==> src/shared/mpcw_consts.svh <==
// Constants for the misc peripheral config word block
// What this block does
// The 24-bit word sits at RAM location 60 with its copy in NV bytes 36-38.
// The core interrupt comes from pin three when 0, from pin four when 1.
// LCD clock pulses are active low when polarity is 0, high when 1.
// Gain cycle modification is on when its disable bit is 0, off when 1.
// Comparator source is external when 0 and internal when 1.
// Comparator switch: 00 off, 01 measure, 10 load, 11 always on.
// External EEPROM clock speed runs from fastest at 00 to slowest at 11.
// The core interrupt input reacts to rising edges at 0, falling at 1.
// An enabled core interrupt is serviced and measurement waits for it.
// Pin three as output drives gpo, measure-end irq, uart tx or LCD clock.
// Pin three as input is a general input at 0, an interrupt input at 1.
// The LCD clock runs at twice 10 kHz, only on a pin set up for it.
// LCD clock select: off, 100 ns, 200 ns or 800 ns pulses.
// The 1.8 V refresh runs at 20, 10 or 5 Hz, or after each averaging end.
// Interference suppression acts in native mode only; legacy keeps it 0.
// Programming time is 12.6 ms combined, 6.4 ms erase, 6.4 ms write.
// Fields hold until rewritten or reloaded and act on their next use.
`ifndef MPCW_CONSTS_SVH
`define MPCW_CONSTS_SVH
`define MPCW_ADDR_W 8
`define MPCW_RAM_LOC 60
`define MPCW_NV_FIRST_BYTE 36
`define MPCW_NV_LAST_BYTE 38
`define MPCW_OFS_CFG 8'h3C
`define MPCW_OFS_STATUS 8'h40
`define MPCW_OFS_CLEAR 8'h44
`define MPCW_OFS_ENABLE 8'h48
`define MPCW_RESP_OKAY 2'h0
`define MPCW_RESP_SLVERR 2'h2
`define MPCW_CFG_RESET 24'h010044
`define MPCW_CFG_MASK 24'h07FFFF
`define MPCW_EVT_W 4
`define MPCW_COMP_OFF 2'h0
`define MPCW_COMP_MEAS 2'h1
`define MPCW_COMP_LOAD 2'h2
`define MPCW_COMP_ALWAYS 2'h3
`define MPCW_PIN_GPIO 2'h0
`define MPCW_PIN_IRQ 2'h1
`define MPCW_PIN_UART 2'h2
`define MPCW_PIN_LCD 2'h3
`define MPCW_LCD_OFF 2'h0
`define MPCW_LCD_100 2'h1
`define MPCW_LCD_200 2'h2
`define MPCW_REF_20HZ 2'h0
`define MPCW_REF_10HZ 2'h1
`define MPCW_REF_5HZ 2'h2
`define MPCW_PRG_ERASE 2'h2
`define MPCW_PRG_WRITE 2'h3
`define MPCW_CLK_MHZ 100
`define MPCW_LCD_PERIOD_NS 50000
`define MPCW_LCD_W1_NS 100
`define MPCW_LCD_W2_NS 200
`define MPCW_LCD_W3_NS 800
`define MPCW_NS_CYC(ns) (((ns) * `MPCW_CLK_MHZ + 999) / 1000)
`define MPCW_REF_20HZ_US 50000
`define MPCW_REF_10HZ_US 100000
`define MPCW_REF_5HZ_US 200000
`define MPCW_PRG_LONG_US 12600
`define MPCW_PRG_SHORT_US 6400
`define MPCW_CNT_W 25
`define MPCW_PRG_W 21
`endif

==> src/shared/mpcw_pkg.sv <==
// Types for the misc peripheral config word block
package mpcw_pkg;
  // Layout of the 24-bit configuration word, bit 23 first
  typedef struct packed {
    logic [4:0] reserved;
    logic [1:0] prg_time;
    logic interference_suppression_enable;
    logic [1:0] refresh_rate;
    logic [1:0] lcd_clk_select;
    logic [1:0] pin_three_function_select;
    logic irq_enable;
    logic irq_falling;
    logic [1:0] eeprom_speed;
    logic [1:0] comp_switch;
    logic comp_internal;
    logic gain_cycle_modification_off;
    logic lcd_active_high;
    logic irq_from_pin_four;
  } mpcw_cfg_type;
  // Sticky event bits, bit 0 first from the right
  typedef struct packed {
    logic nv_reload;
    logic refresh;
    logic ext_irq;
    logic core_irq;
  } mpcw_evt_type;
  // Register selected by a bus address
  typedef enum logic [2:0] {
    MPCW_REG_CFG = 3'b000,
    MPCW_REG_STATUS = 3'b001,
    MPCW_REG_CLEAR = 3'b010,
    MPCW_REG_ENABLE = 3'b011,
    MPCW_REG_NONE = 3'b100
  } mpcw_reg_type;
  // Core interrupt service state
  typedef enum logic [0:0] {
    MPCW_IRQ_IDLE = 1'b0,
    MPCW_IRQ_SERVICE = 1'b1
  } mpcw_irq_state_type;
endpackage

==> src/rtl/mpcw_lcd_clk.sv <==
// LCD driver clock: pulse train at twice the 10 kHz base clock
`timescale 1ns/1ps
`include "mpcw_consts.svh"
module mpcw_lcd_clk #(
  parameter int unsigned PERIOD_CYC = 5000
) (
  // Clock and reset
  input logic clk_i,
  input logic nrst_i,
  // Control and wave
  input logic [1:0] select_i,
  input logic active_high_i,
  output logic wave_o
);
  localparam int unsigned CW = 13;
  logic [CW-1:0] cnt_q, cnt_d, width;
  logic wave_q, wave_d;

  // Period counter and pulse shaping
  always_comb begin
    if (select_i == `MPCW_LCD_100) begin
      width = CW'(`MPCW_NS_CYC(`MPCW_LCD_W1_NS));
    end else if (select_i == `MPCW_LCD_200) begin
      width = CW'(`MPCW_NS_CYC(`MPCW_LCD_W2_NS));
    end else begin
      width = CW'(`MPCW_NS_CYC(`MPCW_LCD_W3_NS));
    end
    cnt_d = (cnt_q >= CW'(PERIOD_CYC - 1)) ? '0 : cnt_q + 1'b1;
    if (select_i != `MPCW_LCD_OFF && cnt_q < width) begin
      wave_d = active_high_i;
    end else begin
      wave_d = ~active_high_i;
    end
  end

  // Registers
  always_ff @(posedge clk_i or negedge nrst_i) begin
    if (!nrst_i) begin
      cnt_q <= '0;
      wave_q <= 1'b0;
    end else begin
      cnt_q <= cnt_d;
      wave_q <= wave_d;
    end
  end
  assign wave_o = wave_q;
endmodule

==> src/rtl/mpcw_refresh.sv <==
// Refresh tick generator for the regulated 1.8 V supply
`timescale 1ns/1ps
`include "mpcw_consts.svh"
module mpcw_refresh #(
  parameter int unsigned P20_CYC = 5000000,
  parameter int unsigned P10_CYC = 10000000,
  parameter int unsigned P5_CYC = 20000000
) (
  // Clock and reset
  input logic clk_i,
  input logic nrst_i,
  // Rate select, averaging end and tick
  input logic [1:0] rate_i,
  input logic avg_end_i,
  output logic tick_o
);
  localparam int unsigned CW = `MPCW_CNT_W;
  logic [CW-1:0] cnt_q, cnt_d, limit;
  logic tick_q, tick_d;

  // Pick the period, count it, or follow averaging end
  always_comb begin
    if (rate_i == `MPCW_REF_20HZ) begin
      limit = CW'(P20_CYC - 1);
    end else if (rate_i == `MPCW_REF_10HZ) begin
      limit = CW'(P10_CYC - 1);
    end else begin
      limit = CW'(P5_CYC - 1);
    end
    if (rate_i == 2'h3) begin
      cnt_d = '0;
      tick_d = avg_end_i;
    end else if (cnt_q >= limit) begin
      cnt_d = '0;
      tick_d = 1'b1;
    end else begin
      cnt_d = cnt_q + 1'b1;
      tick_d = 1'b0;
    end
  end

  // Registers
  always_ff @(posedge clk_i or negedge nrst_i) begin
    if (!nrst_i) begin
      cnt_q <= '0;
      tick_q <= 1'b0;
    end else begin
      cnt_q <= cnt_d;
      tick_q <= tick_d;
    end
  end
  assign tick_o = tick_q;
endmodule

==> src/rtl/mpcw_top.sv <==
// Misc peripheral config word: AXI4-Lite slave, word, pins and events
//
// The AXI4-Lite register port was decided locally.
`timescale 1ns/1ps
`include "mpcw_consts.svh"
module mpcw_top #(
  parameter int unsigned LCD_PERIOD_CYC =
    `MPCW_LCD_PERIOD_NS * `MPCW_CLK_MHZ / 1000,
  parameter int unsigned REF_20HZ_CYC = `MPCW_REF_20HZ_US * `MPCW_CLK_MHZ,
  parameter int unsigned REF_10HZ_CYC = `MPCW_REF_10HZ_US * `MPCW_CLK_MHZ,
  parameter int unsigned REF_5HZ_CYC = `MPCW_REF_5HZ_US * `MPCW_CLK_MHZ,
  parameter int unsigned PRG_LONG_CYC = `MPCW_PRG_LONG_US * `MPCW_CLK_MHZ,
  parameter int unsigned PRG_SHORT_CYC = `MPCW_PRG_SHORT_US * `MPCW_CLK_MHZ
) (
  // Clock and reset
  input logic clk_i,
  input logic nrst_i,
  // AXI4-Lite write address and data
  input logic [`MPCW_ADDR_W-1:0] s_axi_awaddr_i,
  input logic s_axi_awvalid_i,
  output logic s_axi_awready_o,
  input logic [31:0] s_axi_wdata_i,
  input logic [3:0] s_axi_wstrb_i,
  input logic s_axi_wvalid_i,
  output logic s_axi_wready_o,
  // AXI4-Lite write response
  output logic [1:0] s_axi_bresp_o,
  output logic s_axi_bvalid_o,
  input logic s_axi_bready_i,
  // AXI4-Lite read
  input logic [`MPCW_ADDR_W-1:0] s_axi_araddr_i,
  input logic s_axi_arvalid_i,
  output logic s_axi_arready_o,
  output logic [31:0] s_axi_rdata_o,
  output logic [1:0] s_axi_rresp_o,
  output logic s_axi_rvalid_o,
  input logic s_axi_rready_i,
  // Nonvolatile reload of the word
  input logic nv_load_i,
  input logic [23:0] nv_word_i,
  // Multi-purpose pins
  input logic multi_pin_three_i,
  input logic multi_pin_four_i,
  input logic pin_three_is_out_i,
  input logic pin_four_lcd_i,
  output logic multi_pin_three_o,
  output logic multi_pin_three_oen_o,
  output logic multi_pin_four_lcd_o,
  // Sources for pin three
  input logic gpo_three_i,
  input logic meas_end_irq_i,
  input logic uart_txd_i,
  output logic gpi_three_o,
  output logic ext_irq_o,
  // Core interrupt and measurement flow
  input logic core_irq_done_i,
  output logic core_irq_o,
  output logic measure_hold_o,
  // Measurement engine controls
  input logic measuring_i,
  input logic loading_i,
  input logic legacy_mode_i,
  input logic avg_end_i,
  output logic comp_internal_o,
  output logic comp_on_o,
  output logic gain_cycle_modification_off_o,
  output logic [1:0] eeprom_clk_speed_o,
  output logic interference_suppression_enable_o,
  output logic vreg_refresh_o,
  // User EEPROM programming
  output logic [`MPCW_PRG_W-1:0] prg_time_cyc_o,
  output logic prg_erase_o,
  output logic prg_write_o,
  // Interrupt
  output logic irq_o
);
  logic [1:0] rst_sync_q;
  logic rst_n;
  logic [1:0] pin_meta_q, pin_sync_q, pin_prev_q;
  mpcw_pkg::mpcw_cfg_type cfg_q, cfg_d;
  mpcw_pkg::mpcw_evt_type evt;
  logic [`MPCW_EVT_W-1:0] stat_q, stat_d, en_q, en_d, clr;
  logic [`MPCW_ADDR_W-1:0] awaddr_q, awaddr_d;
  logic [31:0] wdata_q, wdata_d, rdata_q, rdata_d;
  logic [3:0] wstrb_q, wstrb_d;
  logic aw_have_q, aw_have_d, w_have_q, w_have_d;
  logic awready_q, awready_d, wready_q, wready_d;
  logic bvalid_q, bvalid_d, arready_q, arready_d, rvalid_q, rvalid_d;
  logic [1:0] bresp_q, bresp_d, rresp_q, rresp_d;
  logic irq_q, irq_d, do_wr;
  logic [23:0] word;
  mpcw_pkg::mpcw_reg_type wr_reg, rd_reg;
  mpcw_pkg::mpcw_irq_state_type st_q, st_d;
  logic core_src, core_prev, core_edge, core_pulse_q, core_pulse_d;
  logic ext_q, ext_d, gpi_q, gpi_d;
  logic p3_q, p3_d, p3_oen_q, p3_oen_d, p4_q, p4_d;
  logic comp_on_q, comp_on_d, emi_q, emi_d, lcd_wave, ref_tick;
  logic [`MPCW_PRG_W-1:0] prg_q, prg_d;
  logic erase_q, erase_d, write_q, write_d;

  // Address decode shared by the read and write paths
  function automatic mpcw_pkg::mpcw_reg_type reg_decode(
    input logic [`MPCW_ADDR_W-1:0] a);
    if (a == `MPCW_OFS_CFG) begin
      reg_decode = mpcw_pkg::MPCW_REG_CFG;
    end else if (a == `MPCW_OFS_STATUS) begin
      reg_decode = mpcw_pkg::MPCW_REG_STATUS;
    end else if (a == `MPCW_OFS_CLEAR) begin
      reg_decode = mpcw_pkg::MPCW_REG_CLEAR;
    end else if (a == `MPCW_OFS_ENABLE) begin
      reg_decode = mpcw_pkg::MPCW_REG_ENABLE;
    end else begin
      reg_decode = mpcw_pkg::MPCW_REG_NONE;
    end
  endfunction

  // Reset release through two flip-flops
  always_ff @(posedge clk_i or negedge nrst_i) begin
    if (!nrst_i) begin
      rst_sync_q <= 2'h0;
    end else begin
      rst_sync_q <= {rst_sync_q[0], 1'b1};
    end
  end
  assign rst_n = rst_sync_q[1];

  // Two-stage synchronisers for the pin inputs, plus an edge history stage
  for (genvar g = 0; g < 2; g++) begin : g_pin_sync
    always_ff @(posedge clk_i or negedge rst_n) begin
      if (!rst_n) begin
        pin_meta_q[g] <= 1'b0;
        pin_sync_q[g] <= 1'b0;
        pin_prev_q[g] <= 1'b0;
      end else begin
        pin_meta_q[g] <= g == 0 ? multi_pin_three_i : multi_pin_four_i;
        pin_sync_q[g] <= pin_meta_q[g];
        pin_prev_q[g] <= pin_sync_q[g];
      end
    end
  end

  // Bus slave: capture address and data in either order, then answer
  always_comb begin
    awaddr_d = awaddr_q;
    wdata_d = wdata_q;
    wstrb_d = wstrb_q;
    aw_have_d = aw_have_q;
    w_have_d = w_have_q;
    bvalid_d = bvalid_q;
    bresp_d = bresp_q;
    arready_d = arready_q;
    rvalid_d = rvalid_q;
    rresp_d = rresp_q;
    rdata_d = rdata_q;
    do_wr = aw_have_q & w_have_q & ~bvalid_q;
    wr_reg = reg_decode(awaddr_q);
    rd_reg = reg_decode(s_axi_araddr_i);
    if (s_axi_awvalid_i && awready_q) begin
      awaddr_d = s_axi_awaddr_i;
      aw_have_d = 1'b1;
    end
    if (s_axi_wvalid_i && wready_q) begin
      wdata_d = s_axi_wdata_i;
      wstrb_d = s_axi_wstrb_i;
      w_have_d = 1'b1;
    end
    if (bvalid_q && s_axi_bready_i) begin
      bvalid_d = 1'b0;
    end
    if (do_wr) begin
      aw_have_d = 1'b0;
      w_have_d = 1'b0;
      bvalid_d = 1'b1;
      bresp_d = (wr_reg == mpcw_pkg::MPCW_REG_NONE) ?
        `MPCW_RESP_SLVERR : `MPCW_RESP_OKAY;
    end
    awready_d = ~aw_have_d;
    wready_d = ~w_have_d;
    if (rvalid_q && s_axi_rready_i) begin
      rvalid_d = 1'b0;
      arready_d = 1'b1;
    end
    if (s_axi_arvalid_i && arready_q) begin
      arready_d = 1'b0;
      rvalid_d = 1'b1;
      rresp_d = `MPCW_RESP_OKAY;
      if (rd_reg == mpcw_pkg::MPCW_REG_CFG) begin
        rdata_d = {8'h00, cfg_q};
      end else if (rd_reg == mpcw_pkg::MPCW_REG_STATUS) begin
        rdata_d = {{(32 - `MPCW_EVT_W){1'b0}}, stat_q};
      end else if (rd_reg == mpcw_pkg::MPCW_REG_ENABLE) begin
        rdata_d = {{(32 - `MPCW_EVT_W){1'b0}}, en_q};
      end else if (rd_reg == mpcw_pkg::MPCW_REG_CLEAR) begin
        rdata_d = 32'h00000000;
      end else begin
        rdata_d = 32'h00000000;
        rresp_d = `MPCW_RESP_SLVERR;
      end
    end
  end

  // Bus slave registers
  always_ff @(posedge clk_i or negedge rst_n) begin
    if (!rst_n) begin
      awaddr_q <= '0;
      wdata_q <= 32'h00000000;
      wstrb_q <= 4'h0;
      aw_have_q <= 1'b0;
      w_have_q <= 1'b0;
      awready_q <= 1'b0;
      wready_q <= 1'b0;
      bvalid_q <= 1'b0;
      bresp_q <= `MPCW_RESP_OKAY;
      arready_q <= 1'b0;
      rvalid_q <= 1'b0;
      rresp_q <= `MPCW_RESP_OKAY;
      rdata_q <= 32'h00000000;
    end else begin
      awaddr_q <= awaddr_d;
      wdata_q <= wdata_d;
      wstrb_q <= wstrb_d;
      aw_have_q <= aw_have_d;
      w_have_q <= w_have_d;
      awready_q <= awready_d;
      wready_q <= wready_d;
      bvalid_q <= bvalid_d;
      bresp_q <= bresp_d;
      arready_q <= arready_d | (~arready_q & ~rvalid_q & ~rvalid_d);
      rvalid_q <= rvalid_d;
      rresp_q <= rresp_d;
      rdata_q <= rdata_d;
    end
  end

  // Config word, status and enable; a bus write lands after an NV reload
  always_comb begin
    word = nv_load_i ? nv_word_i : cfg_q;
    en_d = en_q;
    clr = '0;
    if (do_wr && wr_reg == mpcw_pkg::MPCW_REG_CFG) begin
      for (int i = 0; i < 3; i++) begin
        if (wstrb_q[i]) begin
          word[8*i +: 8] = wdata_q[8*i +: 8];
        end
      end
    end
    if (do_wr && wr_reg == mpcw_pkg::MPCW_REG_ENABLE && wstrb_q[0]) begin
      en_d = wdata_q[`MPCW_EVT_W-1:0];
    end
    if (do_wr && wr_reg == mpcw_pkg::MPCW_REG_CLEAR && wstrb_q[0]) begin
      clr = wdata_q[`MPCW_EVT_W-1:0];
    end
    cfg_d = mpcw_pkg::mpcw_cfg_type'(word & `MPCW_CFG_MASK);
    evt.core_irq = core_pulse_d;
    evt.ext_irq = ext_d;
    evt.refresh = ref_tick;
    evt.nv_reload = nv_load_i;
    stat_d = (stat_q & ~clr) | evt;
    irq_d = |(stat_d & en_d);
  end

  // Config word, status and enable registers
  always_ff @(posedge clk_i or negedge rst_n) begin
    if (!rst_n) begin
      cfg_q <= mpcw_pkg::mpcw_cfg_type'(`MPCW_CFG_RESET);
      stat_q <= '0;
      en_q <= '0;
      irq_q <= 1'b0;
    end else begin
      cfg_q <= cfg_d;
      stat_q <= stat_d;
      en_q <= en_d;
      irq_q <= irq_d;
    end
  end

  // Core interrupt: selected pin, chosen edge, service holds measurement
  always_comb begin
    core_src = cfg_q.irq_from_pin_four ? pin_sync_q[1] : pin_sync_q[0];
    core_prev = cfg_q.irq_from_pin_four ? pin_prev_q[1] : pin_prev_q[0];
    core_edge = cfg_q.irq_falling ? (core_prev & ~core_src) :
      (~core_prev & core_src);
    st_d = st_q;
    core_pulse_d = 1'b0;
    case (st_q)
      mpcw_pkg::MPCW_IRQ_IDLE: begin
        if (cfg_q.irq_enable && core_edge) begin
          st_d = mpcw_pkg::MPCW_IRQ_SERVICE;
          core_pulse_d = 1'b1;
        end
      end
      mpcw_pkg::MPCW_IRQ_SERVICE: begin
        if (core_irq_done_i) begin
          st_d = mpcw_pkg::MPCW_IRQ_IDLE;
        end
      end
      default: begin
        st_d = mpcw_pkg::MPCW_IRQ_IDLE;
      end
    endcase
  end

  // Pin three, pin four and function outputs
  always_comb begin
    ext_d = 1'b0;
    gpi_d = 1'b0;
    p3_d = 1'b0;
    p3_oen_d = ~pin_three_is_out_i; // Low while driving
    if (pin_three_is_out_i) begin
      case (cfg_q.pin_three_function_select)
        `MPCW_PIN_GPIO: p3_d = gpo_three_i;
        `MPCW_PIN_IRQ: p3_d = meas_end_irq_i;
        `MPCW_PIN_UART: p3_d = uart_txd_i;
        default: p3_d = lcd_wave;
      endcase
    end else if (cfg_q.pin_three_function_select == `MPCW_PIN_GPIO) begin
      gpi_d = pin_sync_q[0];
    end else if (cfg_q.pin_three_function_select == `MPCW_PIN_IRQ) begin
      ext_d = pin_sync_q[0] & ~pin_prev_q[0];
    end
    p4_d = pin_four_lcd_i ? lcd_wave : 1'b0;
    case (cfg_q.comp_switch)
      `MPCW_COMP_OFF: comp_on_d = 1'b0;
      `MPCW_COMP_MEAS: comp_on_d = measuring_i;
      `MPCW_COMP_LOAD: comp_on_d = loading_i;
      default: comp_on_d = 1'b1;
    endcase
    emi_d = cfg_q.interference_suppression_enable & ~legacy_mode_i;
    erase_d = cfg_q.prg_time != `MPCW_PRG_WRITE;
    write_d = cfg_q.prg_time != `MPCW_PRG_ERASE;
    if (cfg_q.prg_time == `MPCW_PRG_ERASE ||
        cfg_q.prg_time == `MPCW_PRG_WRITE) begin
      prg_d = `MPCW_PRG_W'(PRG_SHORT_CYC);
    end else begin
      prg_d = `MPCW_PRG_W'(PRG_LONG_CYC);
    end
  end

  // Pin, interrupt and control registers
  always_ff @(posedge clk_i or negedge rst_n) begin
    if (!rst_n) begin
      st_q <= mpcw_pkg::MPCW_IRQ_IDLE;
      core_pulse_q <= 1'b0;
      ext_q <= 1'b0;
      gpi_q <= 1'b0;
      p3_q <= 1'b0;
      p3_oen_q <= 1'b1;
      p4_q <= 1'b0;
      comp_on_q <= 1'b0;
      emi_q <= 1'b0;
      erase_q <= 1'b0;
      write_q <= 1'b0;
      prg_q <= '0;
    end else begin
      st_q <= st_d;
      core_pulse_q <= core_pulse_d;
      ext_q <= ext_d;
      gpi_q <= gpi_d;
      p3_q <= p3_d;
      p3_oen_q <= p3_oen_d;
      p4_q <= p4_d;
      comp_on_q <= comp_on_d;
      emi_q <= emi_d;
      erase_q <= erase_d;
      write_q <= write_d;
      prg_q <= prg_d;
    end
  end

  // LCD clock generator
  mpcw_lcd_clk #(
    .PERIOD_CYC(LCD_PERIOD_CYC)
  ) u_lcd (
    .clk_i(clk_i),
    .nrst_i(rst_n),
    .select_i(cfg_q.lcd_clk_select),
    .active_high_i(cfg_q.lcd_active_high),
    .wave_o(lcd_wave)
  );

  // Supply refresh tick
  mpcw_refresh #(
    .P20_CYC(REF_20HZ_CYC),
    .P10_CYC(REF_10HZ_CYC),
    .P5_CYC(REF_5HZ_CYC)
  ) u_refresh (
    .clk_i(clk_i),
    .nrst_i(rst_n),
    .rate_i(cfg_q.refresh_rate),
    .avg_end_i(avg_end_i),
    .tick_o(ref_tick)
  );

  // Outputs straight from flip-flops
  assign s_axi_awready_o = awready_q;
  assign s_axi_wready_o = wready_q;
  assign s_axi_bresp_o = bresp_q;
  assign s_axi_bvalid_o = bvalid_q;
  assign s_axi_arready_o = arready_q;
  assign s_axi_rdata_o = rdata_q;
  assign s_axi_rresp_o = rresp_q;
  assign s_axi_rvalid_o = rvalid_q;
  assign multi_pin_three_o = p3_q;
  assign multi_pin_three_oen_o = p3_oen_q;
  assign multi_pin_four_lcd_o = p4_q;
  assign gpi_three_o = gpi_q;
  assign ext_irq_o = ext_q;
  assign core_irq_o = core_pulse_q;
  assign measure_hold_o = st_q == mpcw_pkg::MPCW_IRQ_SERVICE;
  assign comp_internal_o = cfg_q.comp_internal;
  assign comp_on_o = comp_on_q;
  assign gain_cycle_modification_off_o =
    cfg_q.gain_cycle_modification_off;
  assign eeprom_clk_speed_o = cfg_q.eeprom_speed;
  assign interference_suppression_enable_o = emi_q;
  assign vreg_refresh_o = ref_tick;
  assign prg_time_cyc_o = prg_q;
  assign prg_erase_o = erase_q;
  assign prg_write_o = write_q;
  assign irq_o = irq_q;
endmodule

==> config.mk <==
export PLATFORM = sky130hd
export DESIGN_NAME = mpcw_top
export DESIGN_NICKNAME = d
export VERILOG_FILES = /design/src/shared/mpcw_pkg.sv /design/src/rtl/mpcw_lcd_clk.sv /design/src/rtl/mpcw_refresh.sv /design/src/rtl/mpcw_top.sv
export VERILOG_INCLUDE_DIRS = /design/src /design/src/shared
export SDC_FILE = /design/constraint.sdc
export NUM_CORES = 1
export LEC_CHECK = 0
export BUFFER_PORTS_ARGS = -buffer_cell sky130_fd_sc_hd__buf_2
export CORE_ASPECT_RATIO = 0.5
export CORE_MARGIN = 10
export CORE_UTILIZATION = 58
export DETAILED_ROUTE_END_ITERATION = 10
export HOLD_SLACK_MARGIN = 0.08
export PLACE_DENSITY_LB_ADDON = 0.05
export SYNTH_ARGS = -nofsm -noshare
export SYNTH_HDL_FRONTEND = slang
export SYNTH_SLANG_ARGS = --single-unit
export TNS_END_PERCENT = 10
==> constraint.sdc <==
create_clock -name clk_i -period 9.8 [get_ports clk_i]
set_input_delay 0 -clock clk_i [delete_from_list [all_inputs] [get_ports clk_i]]
set_output_delay 0 -clock clk_i [all_outputs]
set_load 0.005 [all_outputs]
==> results of run 1 <==
layout make-up:
cell class	count	area, µm²	area share [%]
Tap cell	165	206	2.29
Timing Repair Buffer	209	1420	15.7
Clock inverter	14	153	1.69
Multi-Input combinational cell	451	2990	33.2
Clock buffer	18	439	4.87
Sequential cell	148	3710	41.2
Inverter	26	97.6	1.08
power by group through the flow:
| stage | Sequential (mW) | Combinational (mW) | Clock, mW |
|---|---|---|---|
| after detailed placement | 0.818 | 0.267 | 0 |
| after global routing | 0.824 | 0.327 | 0.681 |
| after floorplan | 0.800 | 0.198 | 0 |
| after global placement | 0.814 | 0.259 | 0 |
| after CTS | 0.807 | 0.292 | 0.658 |
| final | 0.809 | 0.292 | 0.647 |
cell families after synthesis:
logic type / after synthesis / synth area share, %
xor+xnor: 34 / 4.20
mux: 55 / 8.57
buf+inv: 83 / 6.69
fa+ha+maj: 27 / 4.77
compound gates: 84 / 6.89
simple gates: 227 / 16.4
flops: 148 / 52.4
other cells: 2 / 0.106
worst reg2reg max path, delay by kind of cell (launching register included):
family / cells / cell delay [ps]
AO/OA/AOI/OAI: 3 / 680
adder cells (fa/ha/maj): 1 / 300
buffers and inverters: 1 / 110
flip-flops: 1 / 500
AND/OR/NAND/NOR: 3 / 1130
how the worst max path moves through the flow:
stage	startpoint	to	slack, ps
2_1_floorplan	rst_sync_q[1]	aw_have_q	5380
3_5_place_dp	cfg_q[15]	u_refresh.tick_o	6980
4_1_cts	cfg_q[15]	u_refresh.tick_o	6970
6_report	cfg_q[15]	u_refresh.cnt_q[9]	6980
3_3_place_gp	cfg_q[15]	u_refresh.tick_o	6990
5_1_grt	cfg_q[15]	u_refresh.cnt_q[9]	6790
cells in the final DEF, fill, tap and decap left out, types with 13 or more instances in the layout:
| master | n |
|---|---|
| sky130_fd_sc_hd__nand4_1 | 14 |
| sky130_fd_sc_hd__a21oi_1 | 28 |
| sky130_fd_sc_hd__xnor2_1 | 21 |
| sky130_fd_sc_hd__buf_2 | 133 |
| sky130_fd_sc_hd__ha_1 | 27 |
| sky130_fd_sc_hd__mux2_2 | 35 |
| sky130_fd_sc_hd__clkbuf_16 | 17 |
| sky130_fd_sc_hd__mux2i_1 | 19 |
| sky130_fd_sc_hd__o21ai_0 | 28 |
| sky130_fd_sc_hd__dlygate4sd3_1 | 72 |
| sky130_fd_sc_hd__dfrtp_1 | 143 |
| sky130_fd_sc_hd__inv_1 | 26 |
| sky130_fd_sc_hd__nor2_1 | 66 |
| sky130_fd_sc_hd__conb_1 | 24 |
| sky130_fd_sc_hd__xor2_1 | 13 |
| sky130_fd_sc_hd__nand2_1 | 62 |
| sky130_fd_sc_hd__nand3_1 | 21 |
| sky130_fd_sc_hd__nor3_1 | 13 |
flip-flops by register name, summed over array words and instances, names as in the netlist, 2 cells and up:
name                flops
u_refresh.cnt_q        25
s_axi_rdata_o          19
wdata_q                19
cfg_q                  15
u_lcd.cnt_q            13
awaddr_q                8
en_q                    4
stat_q                  4
prg_time_cyc_o          3
wstrb_q                 3
eeprom_clk_speed_o      2
pin_meta_q              2
pin_prev_q              2
pin_sync_q              2
rst_sync_q              2
metrics by stage:
stage,instances,cell area [µm²]
floorplan,682,7170
global placement,927,7700
detailed placement,927,7700
CTS,1031,9010
global route,1031,9010
finish,1031,9010
layer usage:
layer / share of wire [%] / global-route usage, % / up-vias / routed length, µm
met4: 1.4 / 6.02 / 0 / 234
met3: 6.3 / 5.53 / 25 / 1060
met5: 0 / 0 / - / 0
met2: 50 / 33.0 / 118 / 8450
met1: 42 / 24.0 / 2589 / 7140
li1: - / - / 2595 / -
repair_timing:
item,CTS,global route
setup buffers,0,0
hold buffers,72,0
hold endpoints to repair,74,0
==> impl_summary.md, run 1 <==
Routing
The via count is about 5,300. Using the TritonRoute via totals, the vias-per-cell ratio works out to between 5 and 6. The count of nets left with antenna violations once routing finished came out at 0. The routed design has 16,900 µm of wire. The initial DRC count is approximately 360.

The mean routed wirelength per cell is 16.4 µm. For this run, the detailed router's first-pass iteration total came to 5. The total DRC errors in the routed layout is 0.

Timing
The measured slew at the worst slew-check pin is slightly above 1000 ps. Adding up every negative setup slack in the final design gives 0 ps. The final worst clock skew is about 8.6 ps. The share of the clock period used by the worst path is around 29%. Subtracting the final worst setup slack from the clock period gives about 2800 ps. Setup repair after global routing left no endpoint under its margin. The final hold slack is roughly 120 ps. The final-report max-slew violation count is 0.

The final number of hold-violating endpoints was 0. Static timing analysis puts the maximum clock frequency at roughly 360 MHz. Setup violations remaining at the end of the flow were counted as 0. Setup slack closes at ~7000 ps. Headroom to the max-slew limit came out at approximately 30%.

Power
The internal cell power is 1.23 mW. The share of total power consumed by net switching is 29.8%. Registers are responsible for 46.3% of the overall power. The combinational power share is 16.7%.

Dividing total power by cell area gives a power density of a little under 200 nW/µm². The completed layout was analyzed and its total power is between 1.5 and 2 mW. The switching power of the nets is roughly 520 µW.

The clock share of power is between 30% and 40%. The largest vdd supply drop is 0.149 mV. The standby leakage power is around 4.4 nW.

Floorplanning
The floorplan step defined a core boundary enclosing ~12,000 µm². The I/O pin total is between 150 and 200. Measured along the y axis, the die boundary spans between 90 and 100 µm. The die is about 180 µm wide. The area of the die is approximately 17,000 µm². Row generation in the floorplan step produced 28 rows. The starting density of the core is between 50% and 60%.

Critical path
The worst setup path is launched from a flop. The cell with the biggest individual delay on the critical path is sky130_fd_sc_hd__nand4_2. Walking the worst path, the cells encountered are nor2b_1 > inv_1 > ha_1 > a21o_1 > a221o_1 > a21oi_1 > nand4_2 > nor2_1. By startpoint and endpoint, the worst setup path is classified as reg2reg. The delay contributed by the slowest stage of the critical path is slightly below 600 ps. The arrival time at the worst endpoint is between 3000 and 4000 ps. The capture point of the worst reg-to-reg path is u_refresh.cnt_q[9]. The largest delay contributor family on the critical path is simple AND/OR/NAND/NOR gates. The critical path capture point type is a flop.

The required time of the critical path is a little over 10,000 ps. For the worst flop-to-flop path, the logic depth is 8. The register-to-register path setup slack is 6980 ps. The biggest fanout along the worst timing path is 26.

Together, buffers and inverters on the worst path number 1. The critical path runs through a total of 8 cells. In this run the critical register-to-register path is launched from cfg_q[15].

Synthesis
The dominant synthesized flop cell is sky130_fd_sc_hd__dfrtp_1. Counting distinct cell types in the post-synthesis netlist gives 54. The synthesized netlist occupies a cell area of just over 7000 µm². The mean area per synthesized cell is roughly 11 µm².

The most area-hungry cell type in the Yosys netlist is sky130_fd_sc_hd__dfrtp_1. In the synthesized netlist, the number of instances is 660. The most frequently used cell type in the post-synthesis netlist is sky130_fd_sc_hd__dfrtp_1.

The share of synthesized area in the top cell type comes to 50.9%. Yosys mapped a number of flops with a built-in enable equal to 0. After synthesis, the share of flip-flops with an asynchronous set or reset is 100%. Yosys attributes the largest share of cell area to sky130_fd_sc_hd__dfrtp_1 51%, sky130_fd_sc_hd__mux2_2 5.6%, sky130_fd_sc_hd__ha_1 4.8%. The total number of yosys warnings is 0. Sequential elements use between 50% and 60% of the synthesized area. In this run, synthesis produced a sequential element count of 148. By count the netlist is led by 144 x sky130_fd_sc_hd__dfrtp_1, 66 x sky130_fd_sc_hd__nor2_1, 62 x sky130_fd_sc_hd__nand2_1, 35 x sky130_fd_sc_hd__buf_4, 35 x sky130_fd_sc_hd__mux2_2.

Min path
The launch instance of the worst min-delay path is s_axi_araddr_i[5]. In this run the worst hold path is classified as in2reg. The path with the worst hold slack has its endpoint at s_axi_rdata_o[3]. The worst hold path passes through 5 cells.

Cells and area
For this run, the post-layout net count is around 980. The end-of-flow core utilization is approximately three quarters. The area added between synthesis and finish is 27.2%. The final antenna diode count is 0. Of the cells placed in the final design, the portion with a size suffix greater than 1 is between 20% and 30%.

Counting the fill cells in the layout gives between 700 and 800.

Global route
The leftover overflow at the end of global routing is 0. The largest net degree at the start of global routing is between 50 and 60. The number of global-route vias before repair is between 5,000 and 6,000. The global-route wire length before repair is ~28,000 µm. The number of antenna violations at the first check in global routing is 0. For this run, the total global-route usage over all layers was measured as around a fifth.

Run status
The flow ran to the end, and the final reports show no timing, DRC or antenna violations.

CTS
The number of levels in the clock H-tree is 4. The clock drives 148 sinks. The number of cells upsized or downsized after cts is 0. After clock tree synthesis, the clock-pin slew on the worst setup and hold paths is ~70 ps. In this run, CTS created clock tree buffers numbering 17.

TritonCTS built the clock tree. The clock latency on the worst-skew pair is about 430 ps. The clock passes through at most 2 buffers. The tree is rooted in a sky130_fd_sc_hd__clkbuf_16.

Placed design
Input and output buffers added on the ports amount to between 100 and 150. The worst slack at placement is about 7000 ps. The sum of net half-perimeters after detailed placement is approximately 11,000 µm. The congestion estimate from routability-driven global placement came to around 0.84.

Job
The max-capacitance violation count is 0.
Power figures use the tool's default switching activity.
==> run 2: changes to the inputs <==
--- a/config.mk
+++ b/config.mk
@@ -6,10 +6,11 @@
 export SDC_FILE = /design/constraint.sdc
 export NUM_CORES = 1
 export LEC_CHECK = 0
+export ABC_AREA = 1
 export BUFFER_PORTS_ARGS = -buffer_cell sky130_fd_sc_hd__buf_2
 export CORE_ASPECT_RATIO = 0.5
 export CORE_MARGIN = 10
-export CORE_UTILIZATION = 58
+export CORE_UTILIZATION = 49
 export DETAILED_ROUTE_END_ITERATION = 10
 export HOLD_SLACK_MARGIN = 0.08
 export PLACE_DENSITY_LB_ADDON = 0.05
==> constraint.sdc (replaced) <==
create_clock -name clk_i -period 2.4 [get_ports clk_i]
set_input_delay 0 -clock clk_i [delete_from_list [all_inputs] [get_ports clk_i]]
set_output_delay 0 -clock clk_i [all_outputs]
set_load 0.005 [all_outputs]
==> run 2 against run 1 <==
Compared with the run above: worst setup slack got worse by 6700 ps; fmax rose by 32%; utilization fell by 8.4 points; hold slack got worse by 21 ps; via count rose by 27%; sequential power rose to 4.0 times the previous value; global-route usage rose by 0.61 points; register-to-register slack got worse by 6700 ps; non-clock buffer count rose by 45.
==> impl_summary.md, run 2 <==
Placed design
Routability-driven placement finished with a final weighted congestion of approximately 0.87. Buffers placed on the I/O ports in this run total 133. The sum of net half-perimeters after detailed placement is between 10,000 and 15,000 µm.

Synthesis
The mapped netlist covers 7500 µm². During synthesis, Yosys emitted a total of 0 warnings. Yosys mapped a number of flops with a built-in enable equal to 0. Of the post-synthesis cell area, the dominant cell type holds 48.1%. The synthesized flop and latch total is 148.

The sequential-to-total area share from yosys stat is about 49%. A synthesized cell averages 8.18 µm². By area the synthesized netlist is led by sky130_fd_sc_hd__dfrtp_1 48%, sky130_fd_sc_hd__nand2_1 15%, sky130_fd_sc_hd__nor2_1 5.2%.

The most used flip-flop cell after synthesis is sky130_fd_sc_hd__dfrtp_1. Counting instances in the post-synthesis netlist gives the leading cell types as 292 x sky130_fd_sc_hd__nand2_1, 144 x sky130_fd_sc_hd__dfrtp_1, 104 x sky130_fd_sc_hd__nor2_1, 91 x sky130_fd_sc_hd__inv_1, 49 x sky130_fd_sc_hd__nand3_1. The number of instances in the synthesized netlist is between 900 and 1,000.

The most frequently used cell type in the post-synthesis netlist is sky130_fd_sc_hd__nand2_1. The unique cell type count in the Yosys netlist is 36. The largest total area in the synthesized netlist belongs to sky130_fd_sc_hd__dfrtp_1. The share of async-settable or async-resettable flops after synthesis is between 90% and 100%.

CTS
The register clock-pin slew on the reported worst setup and hold paths is ~60 ps. The clock tree from TritonCTS is yes. The total clock buffers created by CTS is 17. The TritonCTS sink count is 148.

The clock tree synthesis step divided the H-tree into 4 levels. The longest clock path from root to sink contains 2 buffers. The root buffer selected by CTS is sky130_fd_sc_hd__clkbuf_16. The clock latency on the worst-skew pair is 420 ps.

Routing
Dividing the detail-routed via count by the number of cells gives between 4 and 5. Summed over all layers, the routed wires come to 20,900 µm. The number of iterations in the first detailed-routing pass is 5. In the final routed layout, each cell accounts on average for ~15 µm. The routed layout has between 6,000 and 7,000 vias.

The initial DRC count is approximately 460. After detailed routing, the number of remaining DRC violations is 0. Once detail routing completed, the nets flagged for antenna violations numbered 0.

Power
The standby leakage power is 5.10 nW. Power spread over the standard cell area amounts to around 760 nW/µm². The largest vdd supply drop is ~0.52 mV.

Timing
Based on the critical path, the design can be clocked at up to 468 MHz. The final total negative setup slack is 0 ps. For the finished layout, the period the worst path requires is ~2100 ps. Setup violations remaining at the end of the flow were counted as 0. Across the routed clock network, the largest skew measured is roughly 11 ps.

At the pin with the least slew margin, the transition time is approximately 820 ps. Measured against its own limit, the worst slew margin works out to between 40% and 50%. Of the available clock period, the critical path in the final layout requires 89.1%. The final-report max-slew violation count is 0. The final number of hold-violating endpoints is 0. Setup repair after global routing left no endpoint under its margin.

Critical path
The setup path with the least slack is of type reg2reg. The endpoint identified for the worst register-to-register timing path is u_refresh.tick_o. For flop-to-flop paths, the worst setup slack is 260 ps.

For this run, the slowest stage of the critical path takes 390 ps. Data on the critical path is required at its endpoint by about 2800 ps. The cell repeated most along the worst path is sky130_fd_sc_hd__nand2_1.

Counting cells, the worst reg-to-reg path comes to 15. The critical path capture point type is a flop. The biggest fanout along the worst timing path is 4.

At the worst endpoint, the arrival time is roughly 2500 ps. The largest delay contributor family on the critical path is simple AND/OR/NAND/NOR gates. Traced cell by cell, the critical path runs through inv_1 > nor2_1 > inv_1 > ha_1 > nand2_1 > nor2_1 > nand3_1 > nor2_1 > nand2_1 > nand2_1 > nor2_2 > buf_4 > nand2_1 > nand2_1 > nand2_1. In this run the critical register-to-register path is launched from cfg_q[14]. The number of buffers and inverters on the critical path is 3.

The cell with the biggest individual delay on the critical path is sky130_fd_sc_hd__dfrtp_1. The kind of start point of the critical path is a flop.

Floorplanning
The starting density of the core is 50.9%. The floorplan step set the die height to 107 µm. During I/O placement, the number of pins put on the boundary was between 150 and 200.

The area of the die is between 20,000 and 25,000 µm². The core box area is roughly 15,000 µm². The die is slightly below 200 µm wide.

The count of standard-cell rows is 31.

Cells and area
At the end of the flow, the number of nets in the layout was around 1,300. The top cell types in the final layout, fill and taps aside, are 292 x sky130_fd_sc_hd__nand2_1, 142 x sky130_fd_sc_hd__dfrtp_1, 133 x sky130_fd_sc_hd__buf_2. The end-of-flow core utilization is roughly two thirds. The register with the most flip-flops in the layout has 25 of them. The area added between synthesis and finish is 32.7%. The most common cell after layout, fill and taps aside is sky130_fd_sc_hd__nand2_1.

The share of post-route cells with drive strength above 1 is 17.8%. More flip-flops sit in one register than any other, and that register is u_refresh.cnt_q.

Min path
The worst hold path stage count is 3. The sink of the worst hold path is cfg_q[1]. The worst hold path begins at nv_load_i. The worst hold path class is in2reg.

Global route
Summed over all layers, the global routing overflow is 0. The number of antenna violations at the first check in global routing is 3. The first global-routing pass estimated 34,600 µm of wire. Entering global routing, the biggest net connects 45 pins. The number of global-route vias before repair is ~7,000.

Global routing consumed, over all layers together, roughly a fifth of the routing resources.

Job
Across the run, the number of max-cap violations was 0.

Run status
The flow ran to the end, and the final reports show no timing, DRC or antenna violations.
run 2: worst max-delay path by stage:
stage          startpoint             endpoint  slack, ps  cells past startpoint
2_1_floorplan   cfg_q[15]  u_refresh.cnt_q[12]        350                     13
3_3_place_gp    cfg_q[15]     u_refresh.tick_o        300                     14
3_5_place_dp    cfg_q[15]     u_refresh.tick_o        280                     14
4_1_cts         cfg_q[14]     u_refresh.tick_o        270                     15
5_1_grt         cfg_q[14]     u_refresh.tick_o          3                     15
6_report        cfg_q[14]     u_refresh.tick_o        260                     15
run 2: logic make-up (layout without fill, tap and decap cells):
family | Yosys count | count (layout) | synth area share (%)
XOR/XNOR | 22 | 22 | 2.57
buffers and inverters | 147 | 377 | 9.43
other | 2 | 27 | 0.100
adder cells (fa/ha/maj) | 27 | 27 | 4.51
flip-flops | 148 | 148 | 49.5
AND/OR/NAND/NOR | 499 | 499 | 28.0
AO/OA/AOI/OAI | 72 | 72 | 5.96
run 2: metrics by stage:
step	hold slack [ps]	cell area, µm²	total power, mW	worst slack, ps	instances
finish	96.0	9950	7.54	262	1370
global route	121	9950	7.99	3.10	1370
CTS	85.5	9940	7.55	269	1367
detailed placement	-209	8240	4.45	284	1224
global placement	-213	8240	4.41	300	1224
floorplan	-296	7580	4.03	352	939
run 2: what timing repair did:
action	in CTS	in global routing
setup endpoints to repair	0	1
endpoints found under the hold margin	71	0
gates resized for setup	0	1
hold buffers	111	0
buffers inserted	0	0
run 2: routing by layer:
| layer | share of wire (%) | track usage, % |
|---|---|---|
| met5 | 0 | 0 |
| met4 | 1.7 | 6.28 |
| met3 | 4.7 | 4.35 |
| met2 | 49 | 34.7 |
| met1 | 45 | 25.1 |
run 2: report_power, final:
part	internal, mW	total (mW)	switching [mW]
clock network	1.48	2.67	1.19
logic	0.804	1.61	0.810
registers	2.92	3.26	0.336
total	5.21	7.54	2.33
run 2: final cells by class:
type	instances	area, µm²
sequential	148	3710
clock inverter	15	160
clock buffer	17	425
multi-input combinational	644	3160
tap	198	248
antenna	3	7.51
inverter	91	342
timing repair buffer	254	1890
fill	1228	4790
run 2: worst register-to-register path, delay by kind of cell, from the launching register on:
| family | cells | cell delay, ps |
|---|---|---|
| buf+inv | 3 | 370 |
| fa+ha+maj | 1 | 310 |
| simple gates | 11 | 1020 |
| flops | 1 | 390 |
==> run 3: changes to the inputs <==
==> constraint.sdc (replaced) <==
create_clock -name clk_i -period 1.94 [get_ports clk_i]
set_input_delay 0.097 -clock clk_i [delete_from_list [all_inputs] [get_ports clk_i]]
set_output_delay 0.097 -clock clk_i [all_outputs]
set_load 0.005 [all_outputs]
==> run 3 against run 2 <==
Compared with the run above: the flow now finishes with violations (negative setup slack); worst setup slack lost 340 ps; register-to-register slack lost 340 ps; non-clock buffer count shrank 18; sequential power grew 23%; combinational power grew 4%; wire length grew 0.31%; clock skew grew 3.0 ps; hold slack lost 6.7 ps; utilization shrank 0.78 points; critical path type unchanged; largest cell class unchanged; largest power group unchanged.
==> impl_summary.md, run 3 (synthesized netlist as in run 2, its figures left out) <==
Placed design
The placer's final routability congestion estimate is roughly 0.9. The total of buffers placed on input and output ports is approximately 130. Detailed placement finished with a half-perimeter wire length of between 15,000 and 20,000 µm. In this run, placement finished with an instance count of 1,251. The worst slack at placement is -101 ps.

The area of placed instances is 8450 µm².

CTS
Counting the buffers created by CTS gives 17. The number of levels in the clock H-tree is 4. The maximum buffer depth of the clock tree is 2. Clock-pin slew was measured on the worst setup and hold paths at roughly 70 ps. The clock latency on the worst-skew pair is around 430 ps.

Clock tree synthesis found a total of 148 sinks. The clock tree from TritonCTS is yes. Post-CTS timing repair inserted 0 buffers for setup. The tree is rooted in a sky130_fd_sc_hd__clkbuf_16.

Cells and area
The filler cell count in the final layout is around 1,300. For this run, the share of the core covered by cells in the final layout is about 67%. The area growth from synthesis to layout is 31.2%.

Leaving out fill and tap cells, the most frequent cells in the layout are 286 x sky130_fd_sc_hd__nand2_1, 142 x sky130_fd_sc_hd__dfrtp_1, 133 x sky130_fd_sc_hd__buf_2. Across the whole layout, storage elements account for approximately 3700 µm². The post-route netlist has 22.8% of its cells at a drive strength greater than 1. The total non-filler cell area in the finished layout is between 9000 and 10,000 µm².

The count of placed standard cells in the final layout, fillers left out is between 1,000 and 1,500. The register with the most flip-flops in the layout has 25 of them. The area of the multi-input gates is between 3000 and 4000 µm². The net count of the finished layout is roughly 1,300. The most common cell after layout, fill and taps aside is sky130_fd_sc_hd__nand2_1. The register with the most flip-flops in the final layout is u_refresh.cnt_q.

Routing
The count of nets left with antenna violations once routing finished came out at 0. After detailed routing, the number of remaining DRC violations is 0. The via count is about 6,700. Dividing the detail-routed wire length by the instance count gives about 16 µm. The number of iterations in the first detailed-routing pass is 6.

The initial DRC count is around 450. The total detailed-routing wirelength is between 20,000 and 25,000 µm. In the routed layout, each cell is associated on average with a via count of around 5.0.

Global route
The overall track demand over capacity in global routing is between 20 and 25%. The global-route wire length before repair is around 34,000 µm. Global routing finished with a remaining overflow of 0. The number of antenna violations at the first check in global routing is 1. Entering global routing, the biggest net connects slightly above 70 pins. The number of global-route vias before repair was 6,803.

Critical path
Along the worst path, the maximum fanout reaches 19. The number of buffers and inverters on the critical path is 2. Walking the worst path, the cells encountered are inv_1 > ha_1 > a21o_1 > nor2_1 > nand2_2 > a21oi_4 > nand3_4 > buf_12 > nor2_1.

Data arrives at the worst endpoint at roughly 2400 ps. The cell with the biggest individual delay on the critical path is sky130_fd_sc_hd__dfrtp_2. The critical path capture point type is a flop. STA classifies the critical path startpoint as a flop. The worst setup path is of the reg2reg kind. The largest delay contributor family on the critical path is flip-flops.

For the worst setup path, the data required time is ~2300 ps. The cell repeated most along the worst path is sky130_fd_sc_hd__nor2_1. In this design, the stage delay of the slowest critical-path cell is about 450 ps.

Run status
The run finished, with violations left. The checks that failed: negative setup slack.

Job
The tool flagged a number of max-cap violations equal to 0.

Power
The final total power is 8.90 mW. The sequential share of power is between 40% and 50%. In this run switching power makes up 32.1% of total power. The internal cell power is between 6 and 7 mW.

The largest vdd supply drop is approximately 0.63 mV. The standby leakage power is ~5 nW. The total power per unit cell area is between 900 and 1000 nW/µm². The switching power of the nets is 2.86 mW. The combinational power share is 18.8%.

The clock network is responsible for between 30 and 40% of the overall power.

Floorplanning
The die covers 20,900 µm². From left edge to right edge, the die measures a little under 200 µm. The core box area is 14,700 µm². The starting density of the core is 50.9%. The I/O pin total is roughly 180.

The height of the die is between 100 and 150 µm. The floorplan has 31 rows.

Timing
The final number of hold-violating endpoints is 0. In the finished design, the share of the clock period the worst path needs comes to 104%. The worst pin sits at a relative slew slack of 51.0%.

Setup violations remaining at the end of the flow were counted as 27. The post-layout minimum cycle time is a little over 2000 ps. For this run, the top clock speed supported by timing is between 400 and 500 MHz.

For the pin with the worst max-slew slack, the measured transition is 734 ps. Once routing completed, OpenROAD measured the worst setup slack at -78.7 ps. Setup repair after global routing could not meet its margin everywhere.

The final-report max-slew violation count is 0. On the final layout, the worst clock skew is roughly 14 ps.

Min path
The tightest min-delay check is of the in2reg type.
## run 3: cell types whose count changed in the layout (fill, tap and decap cells not counted), moves of 3 or more
cell | previous run | this run
sky130_fd_sc_hd__inv_1 | 91 | 88
sky130_fd_sc_hd__ha_1 | 27 | 22
sky130_fd_sc_hd__ha_4 | 0 | 5
sky130_fd_sc_hd__nand2_2 | 2 | 7
sky130_fd_sc_hd__nor2_1 | 104 | 93
sky130_fd_sc_hd__dlygate4sd3_1 | 111 | 66
sky130_fd_sc_hd__buf_4 | 7 | 32
sky130_fd_sc_hd__nor2_4 | 1 | 4
sky130_fd_sc_hd__nor2_2 | 14 | 22
sky130_fd_sc_hd__inv_2 | 0 | 3
sky130_fd_sc_hd__nand2_1 | 292 | 286
## run 3: worst register-to-register path, delay by kind of cell (launching register included)
family,cells,cell delay (ps)
compound gates,2,380
fa+ha+maj,1,300
buf+inv,2,410
flops,1,450
simple gates,4,410
## run 3: stage by stage
step | TNS (ps) | hold slack, ps
2_1_floorplan | -1090 | -199
3_3_place_gp | -796 | -117
3_5_place_dp | -1790 | -115
4_1_cts | -470 | 81.2
5_1_grt | -5620 | 117
6_report | -1420 | 89.2
## run 3: timing repair
| item | in CTS | in global routing |
|---|---|---|
| hold buffers | 66 | 0 |
| pin swaps | 1 | 3 |
| resized for setup | 23 | 12 |
| endpoints found under the setup margin | 39 | 28 |
| hold endpoints to repair | 65 | 0 |
## run 3: worst paths after layout
check,startpoint,end,slack (ps),cells after the start
min in group asynchronous,rst_sync_q[1],prg_time_cyc_o[16],130,0
worst min-delay path,s_axi_awvalid_i,awaddr_q[1],90,4
worst min register to register,rst_sync_q[1],prg_time_cyc_o[16],130,0
worst max-delay path,cfg_q[15],u_refresh.cnt_q[6],-80,9
max in group asynchronous,rst_sync_q[1],multi_pin_three_oen_o,1180,1
worst max register to register,cfg_q[15],u_refresh.cnt_q[6],-80,9
## run 3: power by group through the flow
stage               Clock (mW)  Sequential (mW)  Combinational (mW)
finish                    3.21             4.01                1.68
global route              3.39             4.08                1.92
CTS                       3.27             4.00                1.66
detailed placement           0             4.05                1.51
global placement             0             4.03                1.47
floorplan                    0             4.01               0.985
## run 3: metal layers
metal,wire (µm),GRT usage (%),part of all wire (%),vias to the layer above
met1,9260,24.8,44,3181
met2,10100,33.6,48,185
met5,0,0,0,-
li1,-,-,-,3305
met4,442,7.15,2.1,0
met3,1140,4.98,5.5,40
## run 3: area by class of cell
cell class	instances	share of cell area, %
diodes	1	0.0254
clock buffers	18	4.47
clock inverters	14	1.36
inverters	91	3.47
multi-input cells	644	33.6
flip-flops and latches	148	37.8
well taps	198	2.52
repair buffers	236	16.8
